<file path="config.mk">
export PLATFORM = sky130hd
export DESIGN_NAME = usbsie_status
export DESIGN_NICKNAME = d
export VERILOG_FILES = /design/src/usbsie_pkg.sv /design/src/usbsie_status.sv
export VERILOG_INCLUDE_DIRS = /design/src
export SDC_FILE = /design/constraint.sdc
export NUM_CORES = 1
export LEC_CHECK = 0
export ABC_CLOCK_PERIOD_IN_PS = 2750
export BUFFER_PORTS_ARGS = -buffer_cell sky130_fd_sc_hd__buf_2
export CORE_MARGIN = 3
export CORE_UTILIZATION = 51
export CTS_CLUSTER_DIAMETER = 30
export DETAILED_ROUTE_END_ITERATION = 12
export PLACE_DENSITY = 0.93
export SETUP_SLACK_MARGIN = 0.2
export SYNTH_ARGS = -nofsm -noshare
export SYNTH_HDL_FRONTEND = slang
export SYNTH_SLANG_ARGS = --single-unit
</file>
<file path="constraint.sdc">
create_clock -name CLK_SYS_IN -period 2.75 [get_ports CLK_SYS_IN]
set_input_delay 0 -clock CLK_SYS_IN [delete_from_list [all_inputs] [get_ports CLK_SYS_IN]]
set_output_delay 0 -clock CLK_SYS_IN [all_outputs]
set_load 0.01 [all_outputs]
</file>
<file path="src/usbsie_regs.svh">
// register offsets, field positions and reset values of the sie status block
`ifndef USBSIE_REGS_SVH
`define USBSIE_REGS_SVH
`define USBSIE_AW           12
`define USBSIE_OFS_STALL    12'h000
`define USBSIE_OFS_SIE_TOKEN_ERROR_STATUS     12'h004
`define USBSIE_OFS_FIFO     12'h008
`define USBSIE_OFS_EPSEL    12'h00C
`define USBSIE_OFS_ADDR     12'h010
`define USBSIE_SIE_TOKEN_ERROR_STATUS_NAKM    7
`define USBSIE_SIE_TOKEN_ERROR_STATUS_ERR_HI  6
`define USBSIE_SIE_TOKEN_ERROR_STATUS_ERR_LO  4
`define USBSIE_SIE_TOKEN_ERROR_STATUS_IN      3
`define USBSIE_SIE_TOKEN_ERROR_STATUS_OUT     2
`define USBSIE_SIE_TOKEN_ERROR_STATUS_FERR    1
`define USBSIE_SIE_TOKEN_ERROR_STATUS_AMODE   0
`define USBSIE_FIFO_ZERO_LENGTH_FLAG    7
`define USBSIE_FIFO_READY   6
`define USBSIE_FIFO_SETUP   5
`define USBSIE_FIFO_VSEL    4
`define USBSIE_FIFO_CLEAR   2
`define USBSIE_FIFO_DIR     1
`define USBSIE_FIFO_REQ     0
`define USBSIE_ADDR_HI      7
`define USBSIE_ADDR_LO      1
`define USBSIE_ADDR_WAKE    0
`define USBSIE_ERR_NONE     3'h0
`define USBSIE_ERR_PID      3'h4
`define USBSIE_ERR_STUFF    3'h5
`define USBSIE_ERR_CRC      3'h6
`define USBSIE_ERR_NORESP   3'h7
`define USBSIE_RST_STALL    7'h00
`define USBSIE_RST_ADDR     7'h00
`define USBSIE_RST_EP       3'h0
`endif

</file>
<file path="src/usbsie_pkg.sv">
// types shared by the sie status block and its surroundings
package usbsie_pkg;
    typedef enum logic [1:0] {TOK_NONE, TOK_IN, TOK_OUT, TOK_SETUP} usbsie_tok_e;
    typedef logic [2:0] usbsie_ep_t;
    // one cycle event strobes from the serial engine, same clock
    typedef struct packed {
        logic        bus_reset;
        logic        tok_valid;
        usbsie_tok_e tok_kind;
        usbsie_ep_t  tok_ep;
        logic        out_zero_len;
        logic        err_valid;
        logic [2:0]  err_code;
        logic        fifo_err;
        logic        nak_sent;
        usbsie_ep_t  nak_ep;
        logic        in_acked;
        logic        setup_stored;
    } usbsie_evt_s;
endpackage

</file>
<file path="src/usbsie_status.sv">
// sie status, error, address update and fifo access control with apb registers
`timescale 1ns/10ps
`include "usbsie_regs.svh"
// Notes on behaviour
// - out stall bits 7..1, bus reset clears
// - nak mask blocks nak endpoint interrupt
// - error code top bit zero means none
// - engine writes error code, firmware clears
// - in bit shows current token is in
// - out bit set except zero length out
// - out bit cleared by firmware or setup
// - fifo access error sticky, firmware clears
// - mode zero: new address used at once
// - mode one: switch after in data read
// - zero length flag, setup clears it
// - ready bit shows selected fifo ready
// - setup packet flag set by hardware
// - clear bit rising gives one pulse to empty selected fifo
// - direction zero read, one write
// - write ends on direction one to zero
// - read ends on direction zero to one
// - request high claims fifo, grant gated
// - endpoint select picks fifo zero..seven
// - seven bit address in upper bits
module usbsie_status (
    input  wire logic                     CLK_SYS_IN,
    input  wire logic                     ARST_N_IN,
    input  wire logic                     PSEL_IN,
    input  wire logic                     PENABLE_IN,
    input  wire logic                     PWRITE_IN,
    input  wire logic [`USBSIE_AW-1:0]    PADDR_IN,
    input  wire logic [31:0]              PWDATA_IN,
    output logic      [31:0]              PRDATA_OUT,
    output logic                          PREADY_OUT,
    output logic                          PSLVERR_OUT,
    input  wire usbsie_pkg::usbsie_evt_s  SIE_EVT_IN,
    input  wire logic [7:0]               FIFO_READY_IN,
    input  wire logic [7:0]               EP_INT_EN_IN,
    output logic      [6:0]               DEV_ADDR_OUT,
    output logic                          WAKE_EN_OUT,
    output logic                          VSEL_OUT,
    output logic      [7:0]               OUT_STALL_OUT,
    output logic                          STALL_HS_OUT,
    output logic      [7:0]               NAK_IRQ_OUT,
    output usbsie_pkg::usbsie_ep_t        FIFO_EP_OUT,
    output logic                          FIFO_REQ_OUT,
    output logic                          FIFO_GRANT_OUT,
    output logic                          FIFO_DIR_OUT,
    output logic                          FIFO_CLEAR_OUT,
    output logic                          XFER_END_OUT
);
    import usbsie_pkg::*;

    // one hot endpoint mask, used by interrupt and stall paths
    function automatic logic [7:0] ep_onehot(input usbsie_ep_t ep);
        ep_onehot = 8'h01 << ep;
    endfunction

    // ************************************************************
    // apb slave
    // ************************************************************
    logic        acc;
    logic        pready_r;
    logic        pslverr_r;
    logic [31:0] prdata_r;
    logic [31:0] rd_mux;
    logic        hit;
    logic        wr_en;
    logic        wr_stall;
    logic        wr_sie_token_error_status;
    logic        wr_fifo;
    logic        wr_epsel;
    logic        wr_addr;

    // one wait state keeps pready and prdata straight from flops
    assign acc      = PSEL_IN && PENABLE_IN;
    assign wr_en    = acc && pready_r && PWRITE_IN;
    assign wr_stall = wr_en && (PADDR_IN == `USBSIE_OFS_STALL);
    assign wr_sie_token_error_status  = wr_en && (PADDR_IN == `USBSIE_OFS_SIE_TOKEN_ERROR_STATUS);
    assign wr_fifo  = wr_en && (PADDR_IN == `USBSIE_OFS_FIFO);
    assign wr_epsel = wr_en && (PADDR_IN == `USBSIE_OFS_EPSEL);
    assign wr_addr  = wr_en && (PADDR_IN == `USBSIE_OFS_ADDR);

    // handshake flops
    always_ff @(posedge CLK_SYS_IN or negedge ARST_N_IN) begin
        if (!ARST_N_IN) begin
            pready_r  <= 1'b0;
            pslverr_r <= 1'b0;
            prdata_r  <= 32'h0000_0000;
        end else begin
            pready_r  <= acc && !pready_r;
            pslverr_r <= acc && !pready_r && !hit;
            if (acc && !pready_r) begin
                prdata_r <= rd_mux;
            end
        end
    end

    // ************************************************************
    // register state
    // ************************************************************
    logic [6:0]  stall_r;
    logic        nak_mask_r;
    logic [2:0]  err_r;
    logic        in_r;
    logic        out_r;
    logic        ferr_r;
    logic        amode_r;
    logic        zero_length_flag_r;
    logic        setup_flag_r;
    logic        vsel_r;
    logic        clear_r;
    logic        dir_r;
    logic        req_r;
    usbsie_ep_t  eps_r;
    logic [6:0]  addr_reg_r;
    logic        wake_r;
    logic [6:0]  active_addr_r;
    logic        tok_in;
    logic        tok_out;
    logic        tok_setup;

    assign tok_in    = SIE_EVT_IN.tok_valid && (SIE_EVT_IN.tok_kind == TOK_IN);
    assign tok_out   = SIE_EVT_IN.tok_valid && (SIE_EVT_IN.tok_kind == TOK_OUT);
    assign tok_setup = SIE_EVT_IN.tok_valid && (SIE_EVT_IN.tok_kind == TOK_SETUP);

    // stall bits are firmware owned; a bus reset outranks a same cycle write
    always_ff @(posedge CLK_SYS_IN or negedge ARST_N_IN) begin
        if (!ARST_N_IN) begin
            stall_r <= `USBSIE_RST_STALL;
        end else if (SIE_EVT_IN.bus_reset) begin
            stall_r <= `USBSIE_RST_STALL;
        end else if (wr_stall) begin
            stall_r <= PWDATA_IN[7:1];
        end
    end

    // error code: an engine report wins over a firmware clear
    always_ff @(posedge CLK_SYS_IN or negedge ARST_N_IN) begin
        if (!ARST_N_IN) begin
            err_r <= `USBSIE_ERR_NONE;
        end else if (SIE_EVT_IN.err_valid) begin
            err_r <= SIE_EVT_IN.err_code;
        end else if (wr_sie_token_error_status) begin
            err_r <= PWDATA_IN[`USBSIE_SIE_TOKEN_ERROR_STATUS_ERR_HI:`USBSIE_SIE_TOKEN_ERROR_STATUS_ERR_LO];
        end
    end

    // in bit follows every token, not sticky
    always_ff @(posedge CLK_SYS_IN or negedge ARST_N_IN) begin
        if (!ARST_N_IN) begin
            in_r <= 1'b0;
        end else if (SIE_EVT_IN.bus_reset) begin
            in_r <= 1'b0;
        end else if (SIE_EVT_IN.tok_valid) begin
            in_r <= tok_in;
        end
    end

    // out bit: data out sets, setup or firmware clears, set wins
    always_ff @(posedge CLK_SYS_IN or negedge ARST_N_IN) begin
        if (!ARST_N_IN) begin
            out_r <= 1'b0;
        end else if (tok_out && !SIE_EVT_IN.out_zero_len) begin
            out_r <= 1'b1;
        end else if (tok_setup) begin
            out_r <= 1'b0;
        end else if (wr_sie_token_error_status) begin
            out_r <= PWDATA_IN[`USBSIE_SIE_TOKEN_ERROR_STATUS_OUT];
        end
    end

    // fifo access error, sticky until firmware writes zero
    always_ff @(posedge CLK_SYS_IN or negedge ARST_N_IN) begin
        if (!ARST_N_IN) begin
            ferr_r <= 1'b0;
        end else if (SIE_EVT_IN.fifo_err) begin
            ferr_r <= 1'b1;
        end else if (wr_sie_token_error_status) begin
            ferr_r <= PWDATA_IN[`USBSIE_SIE_TOKEN_ERROR_STATUS_FERR];
        end
    end

    // plain control bits of the status register
    always_ff @(posedge CLK_SYS_IN or negedge ARST_N_IN) begin
        if (!ARST_N_IN) begin
            nak_mask_r <= 1'b0;
            amode_r    <= 1'b0;
        end else if (wr_sie_token_error_status) begin
            nak_mask_r <= PWDATA_IN[`USBSIE_SIE_TOKEN_ERROR_STATUS_NAKM];
            amode_r    <= PWDATA_IN[`USBSIE_SIE_TOKEN_ERROR_STATUS_AMODE];
        end
    end

    // zero length flag: write zero clears, setup clears, packet sets
    always_ff @(posedge CLK_SYS_IN or negedge ARST_N_IN) begin
        if (!ARST_N_IN) begin
            zero_length_flag_r <= 1'b0;
        end else if (tok_out && SIE_EVT_IN.out_zero_len) begin
            zero_length_flag_r <= 1'b1;
        end else if (tok_setup) begin
            zero_length_flag_r <= 1'b0;
        end else if (wr_fifo && !PWDATA_IN[`USBSIE_FIFO_ZERO_LENGTH_FLAG]) begin
            zero_length_flag_r <= 1'b0;
        end
    end

    // setup packet flag, set wins over firmware write
    always_ff @(posedge CLK_SYS_IN or negedge ARST_N_IN) begin
        if (!ARST_N_IN) begin
            setup_flag_r <= 1'b0;
        end else if (SIE_EVT_IN.setup_stored) begin
            setup_flag_r <= 1'b1;
        end else if (wr_fifo) begin
            setup_flag_r <= PWDATA_IN[`USBSIE_FIFO_SETUP];
        end
    end

    // fifo access control bits written by firmware
    always_ff @(posedge CLK_SYS_IN or negedge ARST_N_IN) begin
        if (!ARST_N_IN) begin
            vsel_r  <= 1'b0;
            clear_r <= 1'b0;
            dir_r   <= 1'b0;
            req_r   <= 1'b0;
        end else if (wr_fifo) begin
            vsel_r  <= PWDATA_IN[`USBSIE_FIFO_VSEL];
            clear_r <= PWDATA_IN[`USBSIE_FIFO_CLEAR];
            dir_r   <= PWDATA_IN[`USBSIE_FIFO_DIR];
            req_r   <= PWDATA_IN[`USBSIE_FIFO_REQ];
        end
    end

    // endpoint select
    always_ff @(posedge CLK_SYS_IN or negedge ARST_N_IN) begin
        if (!ARST_N_IN) begin
            eps_r <= `USBSIE_RST_EP;
        end else if (wr_epsel) begin
            eps_r <= PWDATA_IN[2:0];
        end
    end

    // stored address and wake enable
    always_ff @(posedge CLK_SYS_IN or negedge ARST_N_IN) begin
        if (!ARST_N_IN) begin
            addr_reg_r <= `USBSIE_RST_ADDR;
            wake_r     <= 1'b0;
        end else if (wr_addr) begin
            addr_reg_r <= PWDATA_IN[`USBSIE_ADDR_HI:`USBSIE_ADDR_LO];
            wake_r     <= PWDATA_IN[`USBSIE_ADDR_WAKE];
        end
    end

    // active address; deferred mode waits for the host to take the in data
    always_ff @(posedge CLK_SYS_IN or negedge ARST_N_IN) begin
        if (!ARST_N_IN) begin
            active_addr_r <= `USBSIE_RST_ADDR;
        end else if (SIE_EVT_IN.bus_reset) begin
            active_addr_r <= `USBSIE_RST_ADDR;
        end else if (wr_addr && !amode_r) begin
            active_addr_r <= PWDATA_IN[`USBSIE_ADDR_HI:`USBSIE_ADDR_LO];
        end else if (amode_r && SIE_EVT_IN.in_acked) begin
            active_addr_r <= addr_reg_r;
        end
    end

    // ************************************************************
    // read mux
    // ************************************************************
    always_comb begin
        rd_mux = 32'h0000_0000;
        hit    = 1'b1;
        case (PADDR_IN)
            `USBSIE_OFS_STALL: begin
                rd_mux[7:0] = {stall_r, 1'b0};
            end
            `USBSIE_OFS_SIE_TOKEN_ERROR_STATUS: begin
                rd_mux[7:0] = {nak_mask_r, err_r, in_r, out_r, ferr_r, amode_r};
            end
            `USBSIE_OFS_FIFO: begin
                rd_mux[7:0] = {zero_length_flag_r, FIFO_READY_IN[eps_r], setup_flag_r, vsel_r,
                               1'b0, clear_r, dir_r, req_r};
            end
            `USBSIE_OFS_EPSEL: begin
                rd_mux[2:0] = eps_r;
            end
            `USBSIE_OFS_ADDR: begin
                rd_mux[7:0] = {addr_reg_r, wake_r};
            end
            default: begin
                hit = 1'b0; // unmapped reads zero with pslverr
            end
        endcase
    end

    // ************************************************************
    // link side outputs
    // ************************************************************
    logic       stall_hs_r;
    logic [7:0] nak_irq_r;
    logic       clear_q_r;
    logic       fifo_clear_r;
    logic       dir_q_r;
    logic       req_q_r;
    logic       xfer_end_r;
    logic       grant_r;

    // stall handshake for out tokens to a stalled endpoint; ep0 never stalls here
    always_ff @(posedge CLK_SYS_IN or negedge ARST_N_IN) begin
        if (!ARST_N_IN) begin
            stall_hs_r <= 1'b0;
        end else begin
            stall_hs_r <= tok_out && |(ep_onehot(SIE_EVT_IN.tok_ep) & {stall_r, 1'b0});
        end
    end

    // nak interrupt, gated by mask and endpoint enable
    always_ff @(posedge CLK_SYS_IN or negedge ARST_N_IN) begin
        if (!ARST_N_IN) begin
            nak_irq_r <= 8'h00;
        end else if (SIE_EVT_IN.nak_sent && !nak_mask_r) begin
            nak_irq_r <= ep_onehot(SIE_EVT_IN.nak_ep) & EP_INT_EN_IN;
        end else begin
            nak_irq_r <= 8'h00;
        end
    end

    // edge detect so a long clear level still gives one flush
    always_ff @(posedge CLK_SYS_IN or negedge ARST_N_IN) begin
        if (!ARST_N_IN) begin
            clear_q_r    <= 1'b0;
            fifo_clear_r <= 1'b0;
        end else begin
            clear_q_r    <= clear_r;
            fifo_clear_r <= clear_r && !clear_q_r;
        end
    end

    // a direction flip under a request already held ends a transfer;
    // raising request and direction in one write only starts one
    always_ff @(posedge CLK_SYS_IN or negedge ARST_N_IN) begin
        if (!ARST_N_IN) begin
            dir_q_r    <= 1'b0;
            req_q_r    <= 1'b0;
            xfer_end_r <= 1'b0;
        end else begin
            dir_q_r    <= dir_r;
            req_q_r    <= req_r;
            xfer_end_r <= req_r && req_q_r && (dir_r != dir_q_r);
        end
    end

    // grant only while requested and the selected fifo is ready
    always_ff @(posedge CLK_SYS_IN or negedge ARST_N_IN) begin
        if (!ARST_N_IN) begin
            grant_r <= 1'b0;
        end else begin
            grant_r <= req_r && FIFO_READY_IN[eps_r];
        end
    end

    assign PRDATA_OUT     = prdata_r;
    assign PREADY_OUT     = pready_r;
    assign PSLVERR_OUT    = pslverr_r;
    assign DEV_ADDR_OUT   = active_addr_r;
    assign WAKE_EN_OUT    = wake_r;
    assign VSEL_OUT       = vsel_r;
    assign OUT_STALL_OUT  = {stall_r, 1'b0};
    assign STALL_HS_OUT   = stall_hs_r;
    assign NAK_IRQ_OUT    = nak_irq_r;
    assign FIFO_EP_OUT    = eps_r;
    assign FIFO_REQ_OUT   = req_r;
    assign FIFO_GRANT_OUT = grant_r;
    assign FIFO_DIR_OUT   = dir_r;
    assign FIFO_CLEAR_OUT = fifo_clear_r;
    assign XFER_END_OUT   = xfer_end_r;
endmodule

</file>
==> impl_metrics.tcl <==
set metrics [dict create \
    coreArea_um2 6100 \
    die_w_um 86.3 \
    path_class "reg2reg" \
    synth.ff_latch_count 64 \
    yosys_warnings 0 \
    mostFrequentLayoutCell "buf_2" \
    drive_gt1_frac 0.353 \
    multi_input_area_um2 1520 \
    clk_pin_slew_ns 0.07 \
    worstSetupEndpointType "flop" \
    seqCellArea_um2 1600 \
    num_rows 28 \
    vias_per_cell 6.06 \
    vias 3165 \
    synth-seq-area-share 0.487 \
    drtAntennaViolNets 0 \
    cts_tree "built" \
    firstDrtPassIters 5 \
    routedWlPerCell_um 20.3 \
    grt_max_degree 42 \
    drv_slew 0 \
    setup_violations 0 \
    hold_path.class "in2reg" \
    ioPinCount 152 \
    rrSetupSlack_ns 0.41 \
    p_leak_nw 2.20 \
    syn_avg_cell_area_um2 10.8 \
    worstMarginPinSlew_ns 0.908 \
    n_antenna_cell 0 \
    area_growth_pct 32.5 \
    internal_power_w 0.00164 \
    final_net_count 526 \
    fill_cells 414 \
    pwr-share-clk 0.453 \
    htree_levels 3 \
    synth_cell_types 39 \
    wirelength_um 10600 \
    cp.arrival_ns 2.59 \
    instances_no_fill 522 \
    period_needed_ns 2.34 \
    drcViolationCount 0 \
    antenna_found_initial 0 \
    setup_tns_ns 0 \
    grt_pass1_wl_um 16900 \
    grt_use_total 0.301 \
    maxCapViolations 0 \
    synthCells 305 \
    port_buffers 102 \
    seq_power_share 0.441 \
    dpl.hpwl_um 6780 \
    violations "negative hold slack" \
    place_inst 472 \
    critPathLaunchType "flop" \
    comb_power_share 0.105 \
    powerDensity_nw_per_um2 500 \
    final_cell_mix "102 x buf_2, 64 x dfrtp_1, 34 x dlygate4sd3_1" \
    peakVddDrop_uv 282 \
    slowest_delay_ns 0.59 \
    path_cells "nand4_1, or4_4, o21a_1, a211o_1, dlygate4sd3_1" \
    p_sw_frac 0.245 \
    clkLatencyLatePin_ns 0.36 \
    clock_path_buffers 2 \
    syn-cell-area_um2 3290 \
    root_buffer "clkbuf_8" \
    worstPathRequired_ns 2.99 \
    hold_violations 1 \
    worst-path-buf-inv 1 \
    cts.sinks 64 \
    grt_pass1_vias 3164 \
    crit_family "simple AND/OR/NAND/NOR gates" \
    cts_made_buffers 9 \
    start_util 0.539 \
    grt.overflow.total 0 \
    max_freq_mhz 427 \
    postCtsSetupBuffers 0 \
    status "finished with violations" \
    finalHoldWorstSlack_ns -0.00394 \
    finalCritPeriodShare 0.852 \
    gp_congestion 0.865 \
    dieArea_um2 7440 \
    fin_skew_ns 0.00760 \
    drtIter0Drc 476 \
    relSlewSlack 0.395 \
    slowest_stage "or4_4" \
    die_h_um 86.3 \
    path_max_fanout 8 \
    netSwitchingPower_w 0.000533 \
    rsz0062_at_grt "no" \
]
## stage by stage
step,hold slack [ns],area [um^2],utilization,power [W],setup slack (ns)
3_5_place_dp,0.166,3770,0.619,0.00116,0.683
5_1_grt,0.0253,4350,0.714,0.00226,0.343
4_1_cts,0.00118,4350,0.714,0.00216,0.268
3_3_place_gp,0.150,3770,0.619,0.00115,0.727
6_report,-0.00394,4350,0.714,0.00218,0.406
2_1_floorplan,-0.296,3380,-,0.00109,0.983
## cell type report
cell class,instances,share of cell area
Multi-Input combinational cell,222,0.349
Clock buffer,10,0.0293
Tap cell,75,0.0216
Timing Repair Buffer,141,0.204
Inverter,4,0.00345
Sequential cell,64,0.368
Clock inverter,6,0.0247
## registers in the layout, summed over array words and instances, names as in the netlist, 3 cells and up
signal / flops
stall_r: 7
PRDATA_OUT: 8
NAK_IRQ_OUT: 8
DEV_ADDR_OUT: 7
FIFO_EP_OUT: 3
addr_reg_r: 7
err_r: 3
## layer usage
metal	global-route usage	routed length, um	vias to the layer above
li1	-	-	1357
met1	0.367	3700	1491
met2	0.490	5210	264
met3	0.0627	1120	53
met4	0.187	537	0
met5	0	0	-
## path summary, 6_finish.rpt
path,end,startpoint,depth (start not counted)
setup / recovery,ferr_r,PREADY_OUT,5
hold / removal,err_r[2],SIE_EVT_IN[10],3
setup reg to reg,ferr_r,PREADY_OUT,5
hold reg to reg,FIFO_CLEAR_OUT,clear_q_r,1
max in group asynchronous,stall_r[3],ARST_N_IN,3
min in group asynchronous,clear_q_r,ARST_N_IN,2
## tightest hold or removal path, stage by stage
cell and delay (ns):
buf_2 0.13, a41oi_1 0.05, a21oi_1 0.13
## synthesized netlist by cell type (all sizes together)
| cell | count | area [um^2] |
|---|---|---|
| dfrtp | 64 | 1600 |
| buf | 28 | 203 |
| a21oi | 27 | 135 |
| mux2 | 27 | 304 |
| nor3 | 20 | 105 |
| o21ai | 18 | 90.1 |
| nand2 | 13 | 48.8 |
| clkbuf | 11 | 41.3 |
| and3 | 10 | 62.6 |
| nor2b | 9 | 56.3 |
| nand4 | 8 | 50.1 |
| mux2i | 7 | 70.1 |
| a22o | 6 | 52.6 |
| nand3 | 6 | 30.0 |
| nor2 | 6 | 22.5 |
| nand3b | 5 | 37.5 |
| a2bb2oi | 4 | 35.0 |
| a41oi | 4 | 35.0 |
| inv | 4 | 15.0 |
| or4 | 4 | 37.5 |
| mux4 | 3 | 67.6 |
| nor4 | 3 | 48.8 |
| a211o | 2 | 17.5 |
| a222oi | 2 | 20.0 |
| nand2b | 2 | 12.5 |
| o31ai | 2 | 15.0 |
| or3 | 2 | 12.5 |
| a211oi | 1 | 7.51 |
| a32o | 1 | 10.0 |
| and4 | 1 | 8.76 |
| conb | 1 | 3.75 |
| nor3b | 1 | 7.51 |
| o21a | 1 | 7.51 |
| o22ai | 1 | 6.26 |
| xor2 | 1 | 8.76 |
## kinds of logic after synthesis
| logic type | Yosys count | share of synthesized area |
|---|---|---|
| compound gates | 69 | 0.131 |
| xor+xnor | 1 | 0.00267 |
| buf+inv | 43 | 0.0788 |
| flops | 64 | 0.487 |
| mux | 37 | 0.134 |
| other cells | 1 | 0.00114 |
| simple gates | 90 | 0.164 |
## what timing repair did
action / 4_1_cts / 5_1_grt
resized for setup: 0 / 1
setup endpoints to repair: 0 / 1
hold endpoints to repair: 72 / 0
hold buffers: 34 / 0
## power by group through the flow
stage          combinational, W  sequential [W]  clock [W]
3_5_place_dp           0.000186        0.000979          0
3_3_place_gp           0.000177        0.000978          0
5_1_grt                0.000249        0.000962    0.00105
4_1_cts                0.000220        0.000961   0.000980
6_report               0.000230        0.000961   0.000987
2_1_floorplan          0.000111        0.000978          0
(Power assumes the default switching activity.)
